===== src/hdl/cgp_defines.vh =====
// How it works
// - five bidirectional user pins, indices 0-4
// - indices 5-12 drive LEDs; 13+ unmapped
// - pins 1,2,3 default to host power roles
// - 0 low, 100 high, 1-99 PWM at 100 Hz
// - value acts only in user, output-capable mode
// - modes 000, 001, 011 drive as specified
// - modes 010, 100, 101, 111 drive as specified
// - function 0 hands pin to default role
// - function 1 applies value through drive mode
// - all pins sampled continuously at 50 Hz
// - rising and falling edges recorded until query
// - bounce-free; report actual pin level
// - reply code 0x63, index, status, level, config
// - status bit0 level, bit1 fall, bit2 rise
// - reply config same layout, upper bits zero
// - pin configuration captured by store-boot command
// - function 0 ignores duty and drive mode
`ifndef CGP_DEFINES_VH
`define CGP_DEFINES_VH

// register byte offsets
`define CGP_OFS_SET 8'h00
`define CGP_OFS_QUERY 8'h04
`define CGP_OFS_REPLY 8'h08
`define CGP_OFS_STATUS 8'h0C
`define CGP_OFS_BOOT 8'h10

// set register fields
`define CGP_SET_IDX_LSB 0
`define CGP_SET_VAL_LSB 8
`define CGP_SET_CFG_LSB 16
`define CGP_SET_CFG_EN_BIT 24

// boot register fields
`define CGP_BOOT_STORE_BIT 0
`define CGP_BOOT_LOAD_BIT 1

// status register fields
`define CGP_ST_CODE_LSB 0
`define CGP_ST_VALID_BIT 8
`define CGP_ST_BUSY_BIT 9
`define CGP_ST_LEVEL_LSB 16

// command and answer codes
`define CGP_CMD_SET 8'h22
`define CGP_CMD_QUERY 8'h23
`define CGP_RSP_QUERY 8'h63

// pin map
`define CGP_NUM_BIDIR 5
`define CGP_NUM_PINS 13
`define CGP_NUM_LEDS 8
`define CGP_PIN_SENSE 1
`define CGP_PIN_PWR_CTL 2
`define CGP_PIN_RST_CTL 3

// config byte layout
`define CGP_CFG_FUNC_BIT 3
`define CGP_VAL_HIGH 8'h64

// reset values
`define CGP_VAL_RST 8'h00
`define CGP_CFG_RST 4'h0

// timing
`define CGP_CLK_NS 4
`define CGP_PWM_PERIOD_NS 10000000
`define CGP_PWM_STEPS 100
`define CGP_SAMPLE_PERIOD_NS 20000000
`define CGP_PWM_STEP_CYC (`CGP_PWM_PERIOD_NS / `CGP_PWM_STEPS / `CGP_CLK_NS)
`define CGP_SAMPLE_CYC (`CGP_SAMPLE_PERIOD_NS / `CGP_CLK_NS)

`endif


===== src/hdl/cgp_port.v =====
// Chosen here: the strobed register port and the register offsets.
`include "cgp_defines.vh"
`default_nettype none
// command-driven general purpose pin block
module cgp_port #(
    parameter PWM_STEP_CYC = `CGP_PWM_STEP_CYC,
    parameter SAMPLE_CYC = `CGP_SAMPLE_CYC
) (
    // clock and reset
    input wire mclk_i,
    input wire rst_i,
    // register port
    input wire [7:0] addr_i,
    input wire [31:0] wdata_i,
    input wire wr_i,
    input wire rd_i,
    output reg [31:0] rdata_o,
    // bidirectional pins
    input wire [4:0] gp_in_i,
    output reg [4:0] gp_out_o,
    output reg [4:0] gp_oe_o,
    output reg [4:0] gp_pull_up_o,
    output reg [4:0] gp_pull_down_o,
    output reg [4:0] gp_slow_o,
    // led dies
    output reg [7:0] output_only_line_o,
    // default role drive from the rest of the chip
    input wire [4:0] dflt_out_i,
    input wire [4:0] dflt_oe_i,
    input wire [7:0] dflt_led_i,
    // default role sensing
    output wire host_power_sense_o
);

    localparam NP = `CGP_NUM_PINS;
    localparam NB = `CGP_NUM_BIDIR;

    // boot sequencer states
    localparam [2:0] ST_IDLE = 3'b001;
    localparam [2:0] ST_STORE = 3'b010;
    localparam [2:0] ST_LOAD = 3'b100;

    // drive decode: returns {oe, out, pull_up, pull_down, slow}
    // bit order is the port groups with oe and out swapped; the flops copy each field by index
    function [4:0] drive;
        input [2:0] mode;
        input lvl;
        begin
            case (mode)
                3'b000: drive = lvl ? 5'h18 : 5'h02;
                3'b001: drive = lvl ? 5'h18 : 5'h10;
                3'b010: drive = 5'h00;
                3'b011: drive = lvl ? 5'h04 : 5'h10;
                3'b100: drive = lvl ? 5'h19 : 5'h00;
                3'b101: drive = lvl ? 5'h19 : 5'h11;
                3'b111: drive = lvl ? 5'h00 : 5'h11;
                default: drive = 5'h00; // reserved mode floats the pin
            endcase
        end
    endfunction

    // commanded level from value and pwm phase
    // a value above 100 saturates to full on rather than wrapping
    function pwm_level;
        input [7:0] val;
        input [6:0] phase;
        begin
            if (val >= `CGP_VAL_HIGH) begin
                pwm_level = 1'b1;
            end else begin
                pwm_level = ({1'b0, phase} < val);
            end
        end
    endfunction

    // per-pin live settings
    reg [7:0] val_q [0:NP-1];
    reg [3:0] cfg_q [0:NP-1];

    // input path
    reg [4:0] sync1_q;
    reg [4:0] sync2_q;
    reg [4:0] sync3_q;
    reg [4:0] deb_q;
    reg [NP-1:0] sample_q;
    reg [NP-1:0] rise_q;
    reg [NP-1:0] fall_q;
    reg primed_q;

    // reply and boot state
    reg [31:0] reply_q;
    reg reply_vld_q;
    reg [2:0] state_q;
    reg [3:0] ptr_q;
    reg load_vld_q;
    reg [3:0] load_idx_q;
    reg stored_q;

    wire [6:0] phase;
    wire sample_tick;
    wire [11:0] mem_rdata;
    // the last restored word lands one cycle after the walk ends, so busy
    // covers that cycle too and a set there cannot be overwritten
    wire busy = (state_q != ST_IDLE) || load_vld_q;
    wire [NP-1:0] actual = {output_only_line_o, deb_q};

    // command decode; busy sequencer refuses commands
    // the whole index byte is compared, so 13 and above never alias a pin
    wire [7:0] cmd_idx = wdata_i[`CGP_SET_IDX_LSB +: 8];
    wire idx_ok = (cmd_idx < NP);
    wire set_go = wr_i && (addr_i == `CGP_OFS_SET) && !busy && idx_ok;
    wire qry_go = wr_i && (addr_i == `CGP_OFS_QUERY) && !busy && idx_ok;
    // store wins when both boot bits are written together
    wire boot_wr = wr_i && (addr_i == `CGP_OFS_BOOT) && !busy;
    wire store_go = boot_wr && wdata_i[`CGP_BOOT_STORE_BIT];
    wire load_go = boot_wr && !wdata_i[`CGP_BOOT_STORE_BIT] &&
        wdata_i[`CGP_BOOT_LOAD_BIT] && stored_q;

    assign host_power_sense_o = sample_q[`CGP_PIN_SENSE];

    // the timebase runs free; every pwm output shares its phase
    cgp_tick #(
        .STEP_CYC(PWM_STEP_CYC),
        .SAMPLE_CYC(SAMPLE_CYC),
        .STEPS(`CGP_PWM_STEPS)
    ) u_tick (
        .mclk_i(mclk_i),
        .rst_i(rst_i),
        .phase_o(phase),
        .sample_o(sample_tick)
    );

    // the store walk writes the live word at the pointer, restore reads it back
    cgp_bootmem #(
        .AW(4),
        .DW(12)
    ) u_mem (
        .mclk_i(mclk_i),
        .rst_i(rst_i),
        .we_i(state_q == ST_STORE),
        .waddr_i(ptr_q),
        .wdata_i({val_q[ptr_q], cfg_q[ptr_q]}),
        .raddr_i(ptr_q),
        .rdata_o(mem_rdata)
    );

    // live settings: set command and boot restore write them
    integer k;
    always @(posedge mclk_i or posedge rst_i) begin
        if (rst_i) begin
            for (k = 0; k < NP; k = k + 1) begin
                val_q[k] <= `CGP_VAL_RST;
                cfg_q[k] <= `CGP_CFG_RST; // function 0: default roles own pins 1-3
            end
        end else if (set_go) begin
            // the two-byte form leaves the stored config untouched
            val_q[cmd_idx[3:0]] <= wdata_i[`CGP_SET_VAL_LSB +: 8];
            if (wdata_i[`CGP_SET_CFG_EN_BIT]) begin
                // upper config bits are dropped so readback shows zero
                cfg_q[cmd_idx[3:0]] <= wdata_i[`CGP_SET_CFG_LSB +: 4];
            end
        end else if (load_vld_q) begin
            val_q[load_idx_q] <= mem_rdata[11:4];
            cfg_q[load_idx_q] <= mem_rdata[3:0];
        end
    end

    // boot sequencer: store walks all pins into memory, load walks them back
    always @(posedge mclk_i or posedge rst_i) begin
        if (rst_i) begin
            state_q <= ST_IDLE;
            ptr_q <= 4'h0;
            load_vld_q <= 1'b0;
            load_idx_q <= 4'h0;
            stored_q <= 1'b0;
        end else begin
            load_vld_q <= (state_q == ST_LOAD);
            load_idx_q <= ptr_q; // read data lag the address by one cycle
            case (state_q)
                ST_IDLE: begin
                    // parked at zero so every walk starts at pin 0
                    ptr_q <= 4'h0;
                    if (store_go) begin
                        state_q <= ST_STORE;
                    end else if (load_go) begin
                        state_q <= ST_LOAD;
                    end
                end
                ST_STORE: begin
                    ptr_q <= ptr_q + 4'h1;
                    if (ptr_q == NP - 1) begin
                        state_q <= ST_IDLE;
                        // stays set until reset: one store arms every restore
                        stored_q <= 1'b1;
                    end
                end
                ST_LOAD: begin
                    ptr_q <= ptr_q + 4'h1;
                    if (ptr_q == NP - 1) begin
                        state_q <= ST_IDLE;
                    end
                end
                default: begin
                    state_q <= ST_IDLE;
                end
            endcase
        end
    end

    // pin synchronisers: a new level counts once stages two and three agree
    // stage one feeds only stage two, so a metastable value never fans out
    always @(posedge mclk_i or posedge rst_i) begin
        if (rst_i) begin
            sync1_q <= 5'h00;
            sync2_q <= 5'h00;
            sync3_q <= 5'h00;
            deb_q <= 5'h00;
        end else begin
            sync1_q <= gp_in_i;
            sync2_q <= sync1_q;
            sync3_q <= sync2_q;
            deb_q <= (sync2_q & sync3_q) | (deb_q & (sync2_q ^ sync3_q));
        end
    end

    // 50 Hz sampling; bounce shorter than one period is never seen twice
    reg [NP-1:0] clr_mask;
    always @* begin
        clr_mask = {NP{1'b0}};
        if (qry_go) begin
            clr_mask[cmd_idx[3:0]] = 1'b1;
        end
    end

    // the first tick after reset only primes the sample, so a pin that
    // idles high does not report a false rise
    wire [NP-1:0] new_rise = (sample_tick && primed_q) ? (actual & ~sample_q) : {NP{1'b0}};
    wire [NP-1:0] new_fall = (sample_tick && primed_q) ? (~actual & sample_q) : {NP{1'b0}};

    // edge flags: a new edge wins over the clear from a query
    always @(posedge mclk_i or posedge rst_i) begin
        if (rst_i) begin
            sample_q <= {NP{1'b0}};
            rise_q <= {NP{1'b0}};
            fall_q <= {NP{1'b0}};
            primed_q <= 1'b0;
        end else begin
            if (sample_tick) begin
                sample_q <= actual;
                primed_q <= 1'b1;
            end
            rise_q <= (rise_q & ~clr_mask) | new_rise;
            fall_q <= (fall_q & ~clr_mask) | new_fall;
        end
    end

    // query reply: index, status, requested level, config
    // it stands until the next accepted query; a refused one leaves it
    always @(posedge mclk_i or posedge rst_i) begin
        if (rst_i) begin
            reply_q <= 32'h0;
            reply_vld_q <= 1'b0;
        end else if (qry_go) begin
            reply_vld_q <= 1'b1;
            reply_q[7:0] <= cmd_idx;
            reply_q[15:8] <= {5'h00, rise_q[cmd_idx[3:0]], fall_q[cmd_idx[3:0]],
                sample_q[cmd_idx[3:0]]};
            reply_q[23:16] <= val_q[cmd_idx[3:0]];
            reply_q[31:24] <= {4'h0, cfg_q[cmd_idx[3:0]]};
        end
    end

    // decode every pin and die once; the flops below only copy the result,
    // which keeps the clocked processes free of blocking temporaries
    wire [4:0] pin_drv [0:NP-1];
    genvar g;
    generate
        for (g = 0; g < NP; g = g + 1) begin : g_drv
            assign pin_drv[g] = drive(cfg_q[g][2:0], pwm_level(val_q[g], phase));
        end
    endgenerate

    // bidirectional pin drive, registered
    integer i;
    always @(posedge mclk_i or posedge rst_i) begin
        if (rst_i) begin
            gp_out_o <= 5'h00;
            gp_oe_o <= 5'h00;
            gp_pull_up_o <= 5'h00;
            gp_pull_down_o <= 5'h00;
            gp_slow_o <= 5'h00;
        end else begin
            for (i = 0; i < NB; i = i + 1) begin
                if (cfg_q[i][`CGP_CFG_FUNC_BIT]) begin
                    gp_oe_o[i] <= pin_drv[i][4];
                    gp_out_o[i] <= pin_drv[i][3];
                    gp_pull_up_o[i] <= pin_drv[i][2];
                    gp_pull_down_o[i] <= pin_drv[i][1];
                    gp_slow_o[i] <= pin_drv[i][0];
                end else begin
                    // duty and drive mode are ignored in the default role
                    gp_oe_o[i] <= dflt_oe_i[i];
                    gp_out_o[i] <= dflt_out_i[i];
                    gp_pull_up_o[i] <= 1'b0;
                    gp_pull_down_o[i] <= 1'b0;
                    gp_slow_o[i] <= 1'b0;
                end
            end
        end
    end

    // in function 1, led dies are lit only where the decode actively drives high
    // a die has no input path; its own output is what the sampler sees
    integer j;
    always @(posedge mclk_i or posedge rst_i) begin
        if (rst_i) begin
            output_only_line_o <= 8'h00;
        end else begin
            for (j = 0; j < `CGP_NUM_LEDS; j = j + 1) begin
                if (cfg_q[j+NB][`CGP_CFG_FUNC_BIT]) begin
                    output_only_line_o[j] <= pin_drv[j+NB][4] & pin_drv[j+NB][3];
                end else begin
                    output_only_line_o[j] <= dflt_led_i[j];
                end
            end
        end
    end

    // read mux: data stand in the cycle after the strobe only
    // status shows debounced levels, not the 50 Hz samples
    always @(posedge mclk_i or posedge rst_i) begin
        if (rst_i) begin
            rdata_o <= 32'h0;
        end else if (rd_i) begin
            case (addr_i)
                `CGP_OFS_REPLY: rdata_o <= reply_q;
                `CGP_OFS_STATUS: rdata_o <= {11'h000, deb_q, 6'h00, busy, reply_vld_q,
                    reply_vld_q ? `CGP_RSP_QUERY : 8'h00};
                default: rdata_o <= 32'h0; // write-only and unmapped read zero
            endcase
        end else begin
            rdata_o <= 32'h0;
        end
    end

endmodule // cgp_port
`default_nettype wire


===== src/hdl/cgp_tick.v =====
`default_nettype none
// timebase: pwm phase 0..99 stepping at 100 us, and a 50 Hz sample strobe
module cgp_tick #(
    parameter STEP_CYC = 25000,
    parameter SAMPLE_CYC = 5000000,
    parameter STEPS = 100
) (
    // clock and reset
    input wire mclk_i,
    input wire rst_i,
    // timebase outputs
    output reg [6:0] phase_o,
    output reg sample_o
);

    reg [31:0] step_cnt_q;
    reg [31:0] samp_cnt_q;

    // phase counter: one full sweep is one 10 ms pwm period
    always @(posedge mclk_i or posedge rst_i) begin
        if (rst_i) begin
            step_cnt_q <= 32'h0;
            phase_o <= 7'h0;
        end else if (step_cnt_q == STEP_CYC - 1) begin
            step_cnt_q <= 32'h0;
            phase_o <= (phase_o == STEPS - 1) ? 7'h0 : phase_o + 7'h1;
        end else begin
            step_cnt_q <= step_cnt_q + 32'h1;
        end
    end

    // sample strobe, free running regardless of host traffic
    always @(posedge mclk_i or posedge rst_i) begin
        if (rst_i) begin
            samp_cnt_q <= 32'h0;
            sample_o <= 1'b0;
        end else begin
            sample_o <= (samp_cnt_q == SAMPLE_CYC - 1);
            samp_cnt_q <= (samp_cnt_q == SAMPLE_CYC - 1) ? 32'h0 : samp_cnt_q + 32'h1;
        end
    end

endmodule // cgp_tick
`default_nettype wire


===== src/hdl/cgp_bootmem.v =====
`default_nettype none
// boot-state store: one word per pin, registered read data
module cgp_bootmem #(
    parameter AW = 4,
    parameter DW = 12
) (
    // clock and reset
    input wire mclk_i,
    input wire rst_i,
    // write port
    input wire we_i,
    input wire [AW-1:0] waddr_i,
    input wire [DW-1:0] wdata_i,
    // read port
    input wire [AW-1:0] raddr_i,
    output reg [DW-1:0] rdata_o
);

    reg [DW-1:0] mem_q [0:(1<<AW)-1];

    // array holds no reset so it maps onto plain ram
    always @(posedge mclk_i) begin
        if (we_i) begin
            mem_q[waddr_i] <= wdata_i;
        end
    end

    // read data from a register
    always @(posedge mclk_i or posedge rst_i) begin
        if (rst_i) begin
            rdata_o <= {DW{1'b0}};
        end else begin
            rdata_o <= mem_q[raddr_i];
        end
    end

endmodule // cgp_bootmem
`default_nettype wire


===== config.mk =====
export PLATFORM = sky130hd
export DESIGN_NAME = cgp_port
export DESIGN_NICKNAME = d
export VERILOG_FILES = /design/src/hdl/cgp_port.v /design/src/hdl/cgp_tick.v /design/src/hdl/cgp_bootmem.v
export VERILOG_INCLUDE_DIRS = /design/src /design/src/hdl
export SDC_FILE = /design/constraint.sdc
export NUM_CORES = 1
export LEC_CHECK = 0
export BUFFER_PORTS_ARGS = -buffer_cell sky130_fd_sc_hd__buf_2
export CAP_MARGIN = 5
export CORE_MARGIN = 5
export CORE_UTILIZATION = 30
export CTS_BUF_LIST = sky130_fd_sc_hd__clkbuf_8
export DETAILED_ROUTE_END_ITERATION = 8
export PLACE_DENSITY = 0.47
export SLEW_MARGIN = 20
export SYNTH_ARGS = -nofsm -noshare
export SYNTH_HDL_FRONTEND = slang
export SYNTH_SLANG_ARGS = --single-unit
export TNS_END_PERCENT = 10

===== constraint.sdc =====
create_clock -name mclk_i -period 14.3 [get_ports mclk_i]
set_input_delay 2.86 -clock mclk_i [delete_from_list [all_inputs] [get_ports mclk_i]]
set_output_delay 2.86 -clock mclk_i [all_outputs]
set_load 0.01 [all_outputs]

==> results.ini <==
[sta]
whs_ns=0.350
rsz0062_at_grt=false
drv_slew=0
max_clock_freq_mhz=170
slew-limit-headroom=0.229
tightest_slew_ns=1.15
setup_viol=0
setup_tns_ns=0
hold_violations=0
finClkSkew_ns=0.0407
timing.final.crit_share=0.412
timing.final.crit_period_ns=5.89

[place]
gp_congestion=0.868
port_buffers=112
hpwl_um=67400

[layout]
multi_input_area_um2=14800
final_layout_size_suffix_gt1_frac=0.166
areaGrowthSynthToFinish_pct=12.9
nets=3165
regArea_um2=15600
n_fill_cell=10500

[route]
num_vias=24600
wl_per_cell_um=23.3
drt.antenna.violating_nets=0
dr.pass1.iters=8
drc=0
routed_via_density=5.48
drtIter0Drc=2386
drt_wl_total_um=104000

[clock_tree]
clk_path_buf_depth=3
cts_buffers=106
cts_tree=built
clk_pin_slew_ns=0.06
cts.sinks=585
clock-root-buffer=clkbuf_8
htreeDepth=3
postCtsSetupBuffers=0
postCtsResizedCells=0
clock_latency_ns=0.75
postCtsHoldBufs=0

[pwr]
finalPower_uw=3450
switchingPower_uw=836
clockPowerShare=0.466
p_leak_uw=0.0163
comb_power_share=0.032
p_sw_frac=0.242
powerDensity_nw_per_um2=96.1
seqPwrFrac=0.502
internal_power_uw=2620
peakVddDrop_v=0.0000697

[critical_path]
r2r.worst_path.cells=7
start_kind=input pin
crit_fanout=101
timing.critical_path.to_type=flop
crit_type=in2reg
cp.arrival_ns=6.46
required_ns=14.86

[hold_path]
min_path_cells=0
hold_path.class=reg2reg

[floorplanning]
start_util=0.302
die-area_um2=113000
coreArea_um2=105000
rows=119
die_h_um=336
ios=133
dieWidth_um=336

[synth]
async_reset_ff_frac=0.672
syn-instance-count=2972
synth-seq-area-share=0.490
syn_area_per_cell_um2=10.7
ys_types=68
synth_edf_count=192
yosys_most_used_dff=dfrtp_1
ys_ff_latch=585
synth_warnings=0
netlist_area_um2=31800

[global_routing]
grt.total_usage=0.182
grt_max_degree=179
grt.overflow.total=0
grt_pass1_wl_um=158000
grt_pass1_vias=23800
antenna_found_initial=1

[outcome]
outcome=finished clean

[run]
max_cap_viol_count=0

## layer usage
metal  vias to the layer above  part of all wire  global-route usage  routed length (µm)
li1                      11200                 -                   -                   -
met1                     12300              0.44               0.256               46300
met2                       902              0.45               0.276               46700
met3                       190             0.062              0.0291                6440
met4                         0             0.049              0.0814                5070
met5                         -                 0                   0                   0
## logic make-up (layout without fill, tap and decap cells)
family	after synthesis	after routing	share of synthesized area
simple gates	961	961	0.145
compound gates	708	708	0.150
flops	585	585	0.490
buf+inv	390	508	0.0515
mux	175	175	0.111
fa+ha+maj	90	90	0.0354
xor+xnor	62	62	0.0171
other cells	1	12	0.000118
## critical path: stages
cell and delay [ns]:
buf_2 0.08, buf_4 0.51, o211a_1 0.41, nor2_4 0.21
a31oi_4 0.22, buf_4 0.83, buf_4 0.86, o221ai_1 0.25
## cells in the final DEF (no fill, tap or decap), drive strengths merged, types with 24 or more instances in the layout
master    n
nand2   536
nand3    51
a31oi   146
nor2     89
xnor2    34
a21o     30
a32o     26
nand4    36
dfrtp   392
nand2b   26
inv     172
a21oi   196
nor3     30
mux4    141
buf     181
edfxtp  192
ha       90
mux2i    32
o221ai  144
nor2b    37
clkbuf  135
and2     24
o21ai    72
xor2     28
## final timing paths
path                            start     endpoint  slack, ns
max in group asynchronous       rst_i  gp_out_o[2]      10.15
min in group asynchronous       rst_i   rdata_o[7]       2.29
min reg2reg                sync1_q[1]   sync2_q[1]       0.35
min                        sync1_q[1]   sync2_q[1]       0.35
max                        wdata_i[3]    val_q[77]       8.41
max reg2reg                load_vld_q    rise_q[2]      10.35
## final cells by class
| type | instances | area share |
|---|---|---|
| Sequential cell | 585 | 0.434 |
| Multi-Input combinational cell | 2005 | 0.412 |
| Clock buffer | 135 | 0.0517 |
| Tap cell | 1391 | 0.0484 |
| Timing Repair Buffer | 181 | 0.0311 |
| Inverter | 129 | 0.0137 |
| Clock inverter | 63 | 0.00853 |
| Antenna cell | 3 | 0.000209 |
## sequential cells by signal, summed over array words and instances, names as in the netlist, 7 cells and up
| register | cells |
|---|---|
| rdata_o | 23 |
| sample_q | 13 |
| u_tick.step_cnt_q | 32 |
| cfg_q | 52 |
| output_only_line_o | 8 |
| u_tick.phase_o | 7 |
| u_mem.mem_q | 192 |
| u_tick.samp_cnt_q | 32 |
| rise_q | 13 |
| u_mem.rdata_o | 12 |
| fall_q | 13 |
| reply_q | 23 |
| val_q | 104 |
## synthesized netlist by cell type (7+ instances only)
cell type,number,area share
xnor2_1,34,0.0094
and4_1,11,0.0030
xor2_1,28,0.0077
nor3_1,27,0.0042
nor3b_1,10,0.0024
nand2_1,536,0.063
nor4bb_1,8,0.0025
o21ai_0,72,0.011
a22o_1,12,0.0033
nor4b_1,7,0.0019
nor2b_1,37,0.0073
ha_1,90,0.035
edfxtp_1,192,0.18
nor4_1,16,0.0031
a21o_1,30,0.0071
buf_2,88,0.014
and4b_1,17,0.0053
buf_1,8,0.00094
and2_1,24,0.0047
clkbuf_1,149,0.018
nor2_1,87,0.010
mux4_2,141,0.10
nand4_1,35,0.0069
and3_1,18,0.0035
a21oi_1,196,0.031
inv_1,129,0.015
a221oi_1,14,0.0039
o221ai_1,144,0.040
nand3b_1,21,0.0050
a31oi_1,146,0.029
a32o_1,26,0.0082
mux2i_1,32,0.010
buf_4,15,0.0035
dfrtp_1,392,0.31
a22oi_1,17,0.0040
nand2b_1,26,0.0051
nand3_1,51,0.0080
a311oi_1,15,0.0041
## power by group through the flow
| stage | Combinational, µW | Sequential, µW | Clock, µW |
|---|---|---|---|
| 5_1_grt | 121 | 1730 | 1740 |
| 3_5_place_dp | 113 | 1760 | 0 |
| 6_report | 112 | 1730 | 1610 |
| 2_1_floorplan | 64.6 | 1760 | 0 |
| 3_3_place_gp | 112 | 1760 | 0 |
| 4_1_cts | 113 | 1730 | 1670 |
## metrics by stage
step                instance area [µm²]  setup slack, ns  cells   util
global route                      35900             8.26   4490  0.341
finish                            35900             8.41   4492  0.341
CTS                               35900             8.56   4489  0.341
detailed placement                33800             7.76   4291  0.321
floorplan                         31900            0.516   2980      -
global placement                  33700             7.81   4291  0.321
(Power assumes the default switching activity.)
